--- config.mk ---
export PLATFORM = sky130hd
export DESIGN_NAME = siopt_device_flat
export DESIGN_NICKNAME = d
export VERILOG_FILES = /design/src/rtl/siopt_pkg.sv /design/src/rtl/siopt_link_if.sv /design/src/rtl/siopt_device.sv /design/src/flat_wrapper.sv
export SDC_FILE = /design/constraint.sdc
export NUM_CORES = 1
export LEC_CHECK = 0
export BUFFER_PORTS_ARGS = -buffer_cell sky130_fd_sc_hd__buf_4
export CORE_ASPECT_RATIO = 0.75
export CORE_MARGIN = 1.5
export CORE_UTILIZATION = 55
export DETAILED_ROUTE_END_ITERATION = 7
export PLACE_DENSITY = 0.75
export SLEW_MARGIN = 20
export SYNTH_ARGS = -nofsm -noshare
export SYNTH_HDL_FRONTEND = slang
export SYNTH_SLANG_ARGS = --single-unit
--- constraint.sdc ---
create_clock -name CLK -period 5.6 [get_ports CLK]
set_input_delay 0.56 -clock CLK [delete_from_list [all_inputs] [get_ports CLK]]
set_output_delay 0.56 -clock CLK [all_outputs]
set_load 0.01 [all_outputs]
--- src/rtl/siopt_pkg.sv ---
/*
  Shared constants, types and check-byte functions for the serial
  interface option block, its device end and its host end.
  Assumes both ends run on one clock and see the same link wires.
*/
package siopt_pkg;

  localparam int unsigned ADDR_W = 6;
  localparam int unsigned WORD_W = 24;
  localparam int unsigned RSP_W = 32;
  localparam int unsigned USER_NUM = 4;

  // register map
  localparam logic [5:0] STATUS_ADDR = 6'h00;
  localparam logic [5:0] OPTIONS_ADDR = 6'h02;
  localparam logic [5:0] CHECK_ADDR = 6'h03;
  localparam logic [5:0] RESULT_ADDR = 6'h04;
  localparam logic [5:0] USER_BASE = 6'h06;
  localparam logic [5:0] USER_LAST = 6'h09;

  // serial_interface_options fields
  localparam int unsigned OPT_CONTINUOUS_READOUT_ENABLE_BIT = 7;
  localparam int unsigned OPT_APPEND_BIT = 6;
  localparam int unsigned OPT_MONITOR_BIT = 5;
  localparam int unsigned OPT_CRC_LSB = 2;
  localparam int unsigned OPT_SHORT_BIT = 0;
  localparam logic [15:0] OPT_WMASK = 16'h00ed;
  localparam logic [15:0] OPT_RESET = 16'h0000;
  localparam logic [15:0] USER_RESET = 16'h0000;

  // status byte fields
  localparam int unsigned STAT_PEND_N_BIT = 7;
  localparam int unsigned STAT_CRCERR_BIT = 6;
  localparam int unsigned STAT_REGERR_BIT = 5;

  // response lengths in bytes
  localparam logic [2:0] LEN_SHORT = 3'h2;
  localparam logic [2:0] LEN_FULL = 3'h3;
  localparam logic [2:0] LEN_REG = 3'h3;

  // crc polynomial without the top term
  localparam logic [7:0] CRC_POLY = 8'h07;

  typedef enum logic [1:0] {
    CRC_NONE = 2'b00,
    CRC_XOR = 2'b01,
    CRC_FULL = 2'b10,
    CRC_RSVD = 2'b11
  } siopt_crc_e;

  function automatic logic [7:0] crc8(input logic [31:0] w);
    logic [7:0] c;
    c = 8'h00;
    for (int i = 31; i >= 0; i--)
    begin
      c = (c[7] ^ w[i]) ? ({c[6:0], 1'b0} ^ CRC_POLY) : {c[6:0], 1'b0};
    end
    return c;
  endfunction

  function automatic logic [7:0] xor8(input logic [31:0] w);
    return w[31:24] ^ w[23:16] ^ w[15:8] ^ w[7:0];
  endfunction

  // writes use crc in both protected modes, reads xor or crc
  function automatic logic [7:0] check_byte(input siopt_crc_e m, input logic wr,
                                            input logic [31:0] w);
    logic [7:0] r;
    r = 8'h00;
    if (m == CRC_FULL || (m == CRC_XOR && wr))
    begin
      r = crc8(w);
    end
    else if (m == CRC_XOR)
    begin
      r = xor8(w);
    end
    return r;
  endfunction

  function automatic logic protected_mode(input siopt_crc_e m);
    return (m == CRC_XOR) || (m == CRC_FULL);
  endfunction

  // request frame that the check byte covers
  function automatic logic [31:0] req_frame(input logic wr, input logic [5:0] a,
                                            input logic [23:0] d);
    return {wr, 1'b0, a, d};
  endfunction

endpackage

--- src/rtl/siopt_link_if.sv ---
/*
  Register-transfer link between the host end and the device end.
  Assumes one shared clock; a request is a one-cycle pulse and the
  device answers with a one-cycle pulse on the next edge.
*/
`timescale 1ns/1ns
interface siopt_link_if;
  logic req_valid;
  logic req_write;
  logic [5:0] req_addr;
  logic [23:0] req_wdata;
  logic [7:0] req_check;
  logic rsp_valid;
  logic rsp_stream;
  logic rsp_err;
  logic [31:0] rsp_data;
  logic [2:0] rsp_bytes;
  logic [7:0] rsp_check;

  modport dev (
    input req_valid,
    input req_write,
    input req_addr,
    input req_wdata,
    input req_check,
    output rsp_valid,
    output rsp_stream,
    output rsp_err,
    output rsp_data,
    output rsp_bytes,
    output rsp_check
  );

  modport host (
    output req_valid,
    output req_write,
    output req_addr,
    output req_wdata,
    output req_check,
    input rsp_valid,
    input rsp_stream,
    input rsp_err,
    input rsp_data,
    input rsp_bytes,
    input rsp_check
  );
endinterface

--- src/rtl/siopt_device.sv ---
/*
  Device end: option register, result register with optional status
  append and short word, integrity monitor, check bytes, continuous
  readout. Assumes conversion results arrive as one-cycle pulses from
  the converter core and requests arrive one at a time on the link.
*/
`timescale 1ns/1ns
module siopt_device (
  input wire logic CLK,
  input wire logic RST,
  input wire logic CONV_VALID,
  input wire logic [23:0] CONV_DATA,
  input wire logic [3:0] CONV_CHAN,
  input wire logic CONT_CONV,
  output logic CONT_READ,
  output logic INTEG_FAULT,
  output logic SHORT_WORD,
  siopt_link_if.dev LNK
);

  logic [15:0] opt_q;
  logic [15:0] user_q [siopt_pkg::USER_NUM];
  logic [23:0] ref_q;
  logic fault_q;
  logic crcerr_q;
  logic [23:0] data_q;
  logic short_q;
  logic [3:0] chan_q;
  logic pend_q;
  logic push_q;
  logic rsp_valid_q;
  logic rsp_stream_q;
  logic rsp_err_q;
  logic [31:0] rsp_data_q;
  logic [2:0] rsp_bytes_q;
  logic [7:0] rsp_check_q;

  function automatic logic [23:0] user_sum(input logic [15:0] u [siopt_pkg::USER_NUM]);
    logic [23:0] s;
    s = 24'h000000;
    for (int i = 0; i < siopt_pkg::USER_NUM; i++)
    begin
      s = s ^ {8'h00, u[i]};
    end
    return s;
  endfunction

  wire siopt_pkg::siopt_crc_e crc_mode =
    siopt_pkg::siopt_crc_e'(opt_q[siopt_pkg::OPT_CRC_LSB +: 2]);
  wire continuous_readout_enable = opt_q[siopt_pkg::OPT_CONTINUOUS_READOUT_ENABLE_BIT];
  wire append = opt_q[siopt_pkg::OPT_APPEND_BIT];
  wire monitor = opt_q[siopt_pkg::OPT_MONITOR_BIT];
  wire short_sel = opt_q[siopt_pkg::OPT_SHORT_BIT];

  // request check byte; code 11 behaves as unprotected
  wire [31:0] frame = siopt_pkg::req_frame(LNK.req_write, LNK.req_addr, LNK.req_wdata);
  wire [7:0] want_check = siopt_pkg::check_byte(crc_mode, LNK.req_write, frame);
  wire chk_ok = !siopt_pkg::protected_mode(crc_mode) || (LNK.req_check == want_check);
  wire wr = LNK.req_valid && LNK.req_write && chk_ok;
  wire rd = LNK.req_valid && !LNK.req_write && chk_ok;
  wire bad = LNK.req_valid && !chk_ok;

  // monitored set is the user bank only
  wire user_hit = (LNK.req_addr >= siopt_pkg::USER_BASE)
                  && (LNK.req_addr <= siopt_pkg::USER_LAST);
  wire [5:0] user_off = LNK.req_addr - siopt_pkg::USER_BASE;
  wire [1:0] user_idx = user_off[1:0];
  wire opt_wr = wr && (LNK.req_addr == siopt_pkg::OPTIONS_ADDR);
  wire user_wr = wr && user_hit;
  wire mon_clr = opt_wr && !LNK.req_wdata[siopt_pkg::OPT_MONITOR_BIT];
  wire mon_arm = opt_wr && LNK.req_wdata[siopt_pkg::OPT_MONITOR_BIT] && !monitor;

  wire [23:0] live_sum = user_sum(user_q);
  // a standing mismatch yields to the clearing write
  wire fault_set = monitor && !mon_clr && (live_sum != ref_q);
  wire [23:0] check_reg = monitor ? live_sum : 24'h000000;

  wire [7:0] status = {~pend_q, crcerr_q, fault_q, 1'b0, chan_q};
  wire rd_status = rd && (LNK.req_addr == siopt_pkg::STATUS_ADDR);
  wire rd_result = rd && (LNK.req_addr == siopt_pkg::RESULT_ADDR);

  // result word, short length fixed when the result was taken, status append from the live option
  wire [31:0] res_word = !append ? {8'h00, data_q}
                       : short_q ? {8'h00, data_q[15:0], status}
                       : {data_q, status};
  wire [2:0] res_len = (short_q ? siopt_pkg::LEN_SHORT : siopt_pkg::LEN_FULL)
                       + {2'b00, append};

  wire [31:0] reg_word = (LNK.req_addr == siopt_pkg::STATUS_ADDR) ? {24'h000000, status}
                       : (LNK.req_addr == siopt_pkg::OPTIONS_ADDR) ? {16'h0000, opt_q}
                       : (LNK.req_addr == siopt_pkg::CHECK_ADDR) ? {8'h00, check_reg}
                       : user_hit ? {16'h0000, user_q[user_idx]}
                       : 32'h00000000;

  // stream a fresh result unless a request owns the answer slot
  wire conv_push = CONV_VALID && continuous_readout_enable && CONT_CONV;
  wire stream_go = push_q && !LNK.req_valid;
  wire push_d = conv_push || (push_q && LNK.req_valid);

  wire [31:0] ans_word = stream_go ? res_word
                       : (LNK.req_addr == siopt_pkg::RESULT_ADDR) ? res_word
                       : reg_word;
  wire [2:0] ans_len = (stream_go || (LNK.req_addr == siopt_pkg::RESULT_ADDR))
                       ? res_len : siopt_pkg::LEN_REG;
  wire rsp_d = LNK.req_valid || stream_go;
  wire [31:0] rsp_word = (LNK.req_write && !stream_go) ? 32'h00000000 : ans_word;
  wire [7:0] ans_check = siopt_pkg::check_byte(crc_mode, 1'b0, rsp_word);

  wire taken = rd_result || stream_go;
  wire pend_d = CONV_VALID || (pend_q && !taken);
  wire crcerr_d = bad || (crcerr_q && !rd_status);
  wire fault_d = fault_set || (fault_q && !mon_clr);

  always_ff @(posedge CLK)
  begin
    if (RST)
    begin
      opt_q <= siopt_pkg::OPT_RESET;
      ref_q <= 24'h000000;
      fault_q <= 1'b0;
      crcerr_q <= 1'b0;
      pend_q <= 1'b0;
      push_q <= 1'b0;
    end
    else
    begin
      if (opt_wr)
      begin
        opt_q <= LNK.req_wdata[15:0] & siopt_pkg::OPT_WMASK;
      end
      if (mon_arm)
      begin
        ref_q <= live_sum;
      end
      fault_q <= fault_d;
      crcerr_q <= crcerr_d;
      pend_q <= pend_d;
      push_q <= push_d;
    end
  end

  always_ff @(posedge CLK)
  begin
    if (RST)
    begin
      for (int i = 0; i < siopt_pkg::USER_NUM; i++)
      begin
        user_q[i] <= siopt_pkg::USER_RESET;
      end
    end
    else if (user_wr)
    begin
      user_q[user_idx] <= LNK.req_wdata[15:0];
    end
  end

  // length follows the option at the moment a result completes
  always_ff @(posedge CLK)
  begin
    if (RST)
    begin
      data_q <= 24'h000000;
      short_q <= 1'b0;
      chan_q <= 4'h0;
    end
    else if (CONV_VALID)
    begin
      data_q <= short_sel ? {8'h00, CONV_DATA[23:8]} : CONV_DATA;
      short_q <= short_sel;
      chan_q <= CONV_CHAN;
    end
  end

  always_ff @(posedge CLK)
  begin
    if (RST)
    begin
      rsp_valid_q <= 1'b0;
      rsp_stream_q <= 1'b0;
      rsp_err_q <= 1'b0;
      rsp_data_q <= 32'h00000000;
      rsp_bytes_q <= 3'h0;
      rsp_check_q <= 8'h00;
    end
    else
    begin
      rsp_valid_q <= rsp_d;
      rsp_stream_q <= stream_go;
      rsp_err_q <= bad;
      if (rsp_d)
      begin
        rsp_data_q <= rsp_word;
        rsp_bytes_q <= ans_len;
        rsp_check_q <= ans_check;
      end
    end
  end

  assign LNK.rsp_valid = rsp_valid_q;
  assign LNK.rsp_stream = rsp_stream_q;
  assign LNK.rsp_err = rsp_err_q;
  assign LNK.rsp_data = rsp_data_q;
  assign LNK.rsp_bytes = rsp_bytes_q;
  assign LNK.rsp_check = rsp_check_q;
  assign CONT_READ = continuous_readout_enable;
  assign INTEG_FAULT = fault_q;
  assign SHORT_WORD = short_sel;

endmodule

--- src/flat_wrapper.sv ---
// flat-port wrapper written by rule: the top's interface ports become plain ports
module siopt_device_flat 
  (CLK, RST, CONV_VALID, CONV_DATA, CONV_CHAN, CONT_CONV, CONT_READ, INTEG_FAULT, SHORT_WORD, LNK_req_valid, LNK_req_write, LNK_req_addr, LNK_req_wdata, LNK_req_check, LNK_rsp_valid, LNK_rsp_stream, LNK_rsp_err, LNK_rsp_data, LNK_rsp_bytes, LNK_rsp_check);
  siopt_link_if LNK_i ();
  input wire logic CLK;
  input wire logic RST;
  input wire logic CONV_VALID;
  input wire logic [23:0] CONV_DATA;
  input wire logic [3:0] CONV_CHAN;
  input wire logic CONT_CONV;
  output logic CONT_READ;
  output logic INTEG_FAULT;
  output logic SHORT_WORD;
  input wire logic [$bits(LNK_i.req_valid)-1:0] LNK_req_valid;
  input wire logic [$bits(LNK_i.req_write)-1:0] LNK_req_write;
  input wire logic [$bits(LNK_i.req_addr)-1:0] LNK_req_addr;
  input wire logic [$bits(LNK_i.req_wdata)-1:0] LNK_req_wdata;
  input wire logic [$bits(LNK_i.req_check)-1:0] LNK_req_check;
  output wire logic [$bits(LNK_i.rsp_valid)-1:0] LNK_rsp_valid;
  output wire logic [$bits(LNK_i.rsp_stream)-1:0] LNK_rsp_stream;
  output wire logic [$bits(LNK_i.rsp_err)-1:0] LNK_rsp_err;
  output wire logic [$bits(LNK_i.rsp_data)-1:0] LNK_rsp_data;
  output wire logic [$bits(LNK_i.rsp_bytes)-1:0] LNK_rsp_bytes;
  output wire logic [$bits(LNK_i.rsp_check)-1:0] LNK_rsp_check;
  assign LNK_i.req_valid = LNK_req_valid;
  assign LNK_i.req_write = LNK_req_write;
  assign LNK_i.req_addr = LNK_req_addr;
  assign LNK_i.req_wdata = LNK_req_wdata;
  assign LNK_i.req_check = LNK_req_check;
  assign LNK_rsp_valid = LNK_i.rsp_valid;
  assign LNK_rsp_stream = LNK_i.rsp_stream;
  assign LNK_rsp_err = LNK_i.rsp_err;
  assign LNK_rsp_data = LNK_i.rsp_data;
  assign LNK_rsp_bytes = LNK_i.rsp_bytes;
  assign LNK_rsp_check = LNK_i.rsp_check;
  siopt_device u_core (.CLK(CLK), .RST(RST), .CONV_VALID(CONV_VALID), .CONV_DATA(CONV_DATA), .CONV_CHAN(CONV_CHAN), .CONT_CONV(CONT_CONV), .CONT_READ(CONT_READ), .INTEG_FAULT(INTEG_FAULT), .SHORT_WORD(SHORT_WORD), .LNK(LNK_i));
endmodule
==> impl_results.md <==
- Reg-to-Reg Start: u_core.opt_q[2]
- Vias: 9529
- Final setup fails: 0
- Critical path endpoint category: flop
- Switching power: 0.00105 W
- CTS tree: done
- Worst-Margin Slew: 1.07 ns
- Maximum VDD drop: 215 uV
- Row count: 45
- Clock buffer count from CTS: 17
- Cells after DPL: 1538
- YS warnings: 0
- Clock skew: 0.0126 ns
- Number of distinct library cells after synthesis: 71
- Slew headroom: 28.8%
- Sequential cell area: 0.00330 mm2
- RSZ-0062 raised after global routing: no
- Peak fanout along the critical path: 39
- Largest net degree at the start of global routing: 98
- Syn avg cell area: 9.07 um2
- Vias in the first global route: 8775
- Die Area: 0.0214 mm2
- # DRC: 0
- Highest-delay cell along the critical path: xnor3_1
- Setup CP Type: in -> reg
- Worst-path cell chain: buf_4 > inv_1 > ha_1 > xnor3_1 > xnor2_2 > xnor3_1 > xnor2_1 > mux2i_1 > a2111oi_2 > a41oi_4 > nor2_4 > buf_4 > a21oi_1 > a311oi_1
- Total Power: 0.00335 W
- Ports: 121
- # nets final: 1384
- Hold_sp: CONV_CHAN[3]
- Clock-pin slew on the worst setup and hold paths: 0.07 ns
- Clk sinks: 165
- Post-synthesis sequential area ratio: 29.3%
- Final worst path period share: 83.5%
- DRT antenna net count: 0
- Final hold violations: 0
- Post-synth net total: 1329
- Total inserted antenna cells: 0
- Internal power: 0.00230 W
- Commonest non-fill, non-tap cells in the layout: 167 x nor2_1, 165 x dfxtp_1, 145 x xnor2_1
- Static leakage: 4.64 nW
- Detailed Routing Iterations Pass 1: 5
- P per Cell Area: 263 mW/mm2
- Slew Limit Fails: 0
- Placer congestion estimate: 0.941
- Hold Path Class: in -> reg
- Hold-fix buffers, CTS: 0
- Worst path max stage delay: 0.51 ns
- CTS root buffer: clkbuf_16
- Drt wl/cell: 19.9 um
- Total of max-cap violations: 0
- Post-cts sizing count: 0
- Type of origin of the critical path: input pin
- Overflow after GRT: 0
- Initial antenna violation count: 0
- Area of the multi-input gates: 0.00747 mm2
- Post-DP HPWL: 22.8 mm
- Final Core Density: 63.2%
- Die Span X: 168 um
- Fill count: 1699
- Die Y-Extent: 127 um
- Clock latency at the later pin of the worst-skew pair: 0.44 ns
- F_max: 214 MHz
- GRT Util Overall: 29.6%
- Starting density of the core: 56.0%
- I/O Buffers: 120
- Worst Setup SP: LNK_req_addr[0]
- Gate power share: 28.6%
- Synthesis-to-layout area growth: 12.9%
- Switching share of power: 31.3%
- Fin Setup TNS: 0 ns
- Post-CTS setup buffers: 0
- Final Non-Filler Cells: 1569
- Synthesized area: 0.0113 mm2
- Share of async-settable or async-resettable flops after synthesis: 0%
- Deepest clock path buffer count: 2
- Post-synth EDFFs: 0
- Clock share of power: 34.8%
- Core area: 0.0202 mm2
- Share of layout cells above drive strength 1: 16.2%
- Worst EP arrival: 5.00 ns
- Vias per cell: 6.07
- H-tree depth: 4
- Syn Inst Count: 1244
- Period minus WS final: 4.68 ns
- Req. time, crit path: 5.93 ns
- Post-synth top flop: dfxtp_1
- Most common library cell in the layout ignoring fill and taps: nor2_1
- First-pass GRT wire length: 48.7 mm
- Part of the power in registers: 36.6%
- Register bit total from synthesis: 165
- Status: finished clean
- WL final: 31.2 mm
- DR iter-0 viols: 933
final timing paths:
path | endpoint | slack (ns) | cells past startpoint
worst max-delay path | u_core.ref_q[3] | 0.92 | 14
worst min-delay path | u_core.chan_q[3] | 0.36 | 3
worst min register to register | u_core.LNK.rsp_data[3] | 0.45 | 2
worst max register to register | u_core.ref_q[3] | 1.25 | 14
registers in the layout, indices dropped and copies added (netlist names), 3 cells and up:
name                  cells
u_core.data_q            24
u_core.chan_q             4
u_core.LNK.rsp_data      32
u_core.LNK.rsp_check      8
u_core.ref_q             16
u_core.LNK.rsp_bytes      3
u_core.user_q            64
u_core.opt_q              6
critical path: cells and delay by family:
kind            cells  cell delay [ns]
mux                 1             0.17
compound gates      4             1.24
buf+inv             3             0.95
fa+ha+maj           1             0.33
xor+xnor            4             1.54
simple gates        1             0.17
metrics by stage:
stage	setup WS, ns	hold slack (ns)	cell area (um2)
after floorplan	0.637	0.461	11300
after global placement	0.697	0.444	12200
after detailed placement	0.497	0.444	12200
after CTS	0.956	0.350	12700
after global routing	0.638	0.370	12700
final	0.923	0.356	12700
layout make-up:
cell class,instances,area share (%)
Clock buffer,18,3.45
Clock inverter,13,1.11
Inverter,16,0.472
Multi-Input combinational cell,966,58.7
Sequential cell,165,25.9
Tap cell,258,2.53
Timing Repair Buffer,133,7.84
logic make-up after synthesis:
group | share of synthesized area, %
AO/OA/AOI/OAI | 15.5
XOR/XNOR | 21.1
adder cells (fa/ha/maj) | 1.44
buffers and inverters | 4.60
flip-flops | 29.3
multiplexers | 14.0
AND/OR/NAND/NOR | 14.1
cells in the mapped netlist (all sizes together), types with 7 or more instances:
cell type / n / area share [%]
nor2b: 20 / 1.1
mux2i: 118 / 10
dfxtp: 165 / 29
xnor3: 28 / 5.6
a21oi: 81 / 3.6
nand4: 7 / 0.39
nor3: 14 / 0.62
ha: 13 / 1.4
xnor2: 146 / 11
a31oi: 7 / 0.39
inv: 16 / 0.53
nor2: 174 / 6.1
o21ai: 36 / 1.6
o211ai: 8 / 0.53
a22oi: 13 / 0.86
nand3: 14 / 0.62
buf: 27 / 1.7
clkbuf: 70 / 2.3
o22a: 8 / 0.62
a211oi: 30 / 2.0
a311oi: 17 / 1.8
nand2: 69 / 2.3
o21a: 7 / 0.47
o221ai: 7 / 0.54
mux4: 16 / 3.2
xor2: 41 / 3.2
nand2b: 7 / 0.39
and2: 11 / 0.61
metal layers:
| metal | up-vias | wire, um | track usage, % |
|---|---|---|---|
| met2 | 439 | 13000 | 42.9 |
| li1 | 4488 | - | - |
| met4 | 0 | 507 | 7.67 |
| met1 | 4558 | 14600 | 43.6 |
| met3 | 44 | 3080 | 7.68 |
| met5 | - | 0 | 0 |
power groups by stage:
stage / registers [W] / logic (W) / clock network (W)
after detailed placement: 0.00125 / 0.000945 / 0
after floorplan: 0.00123 / 0.000760 / 0
after global routing: 0.00123 / 0.00103 / 0.00122
after global placement: 0.00125 / 0.000936 / 0
final: 0.00123 / 0.000961 / 0.00117
after CTS: 0.00122 / 0.000953 / 0.00118
Power figures use the tool's default switching activity.
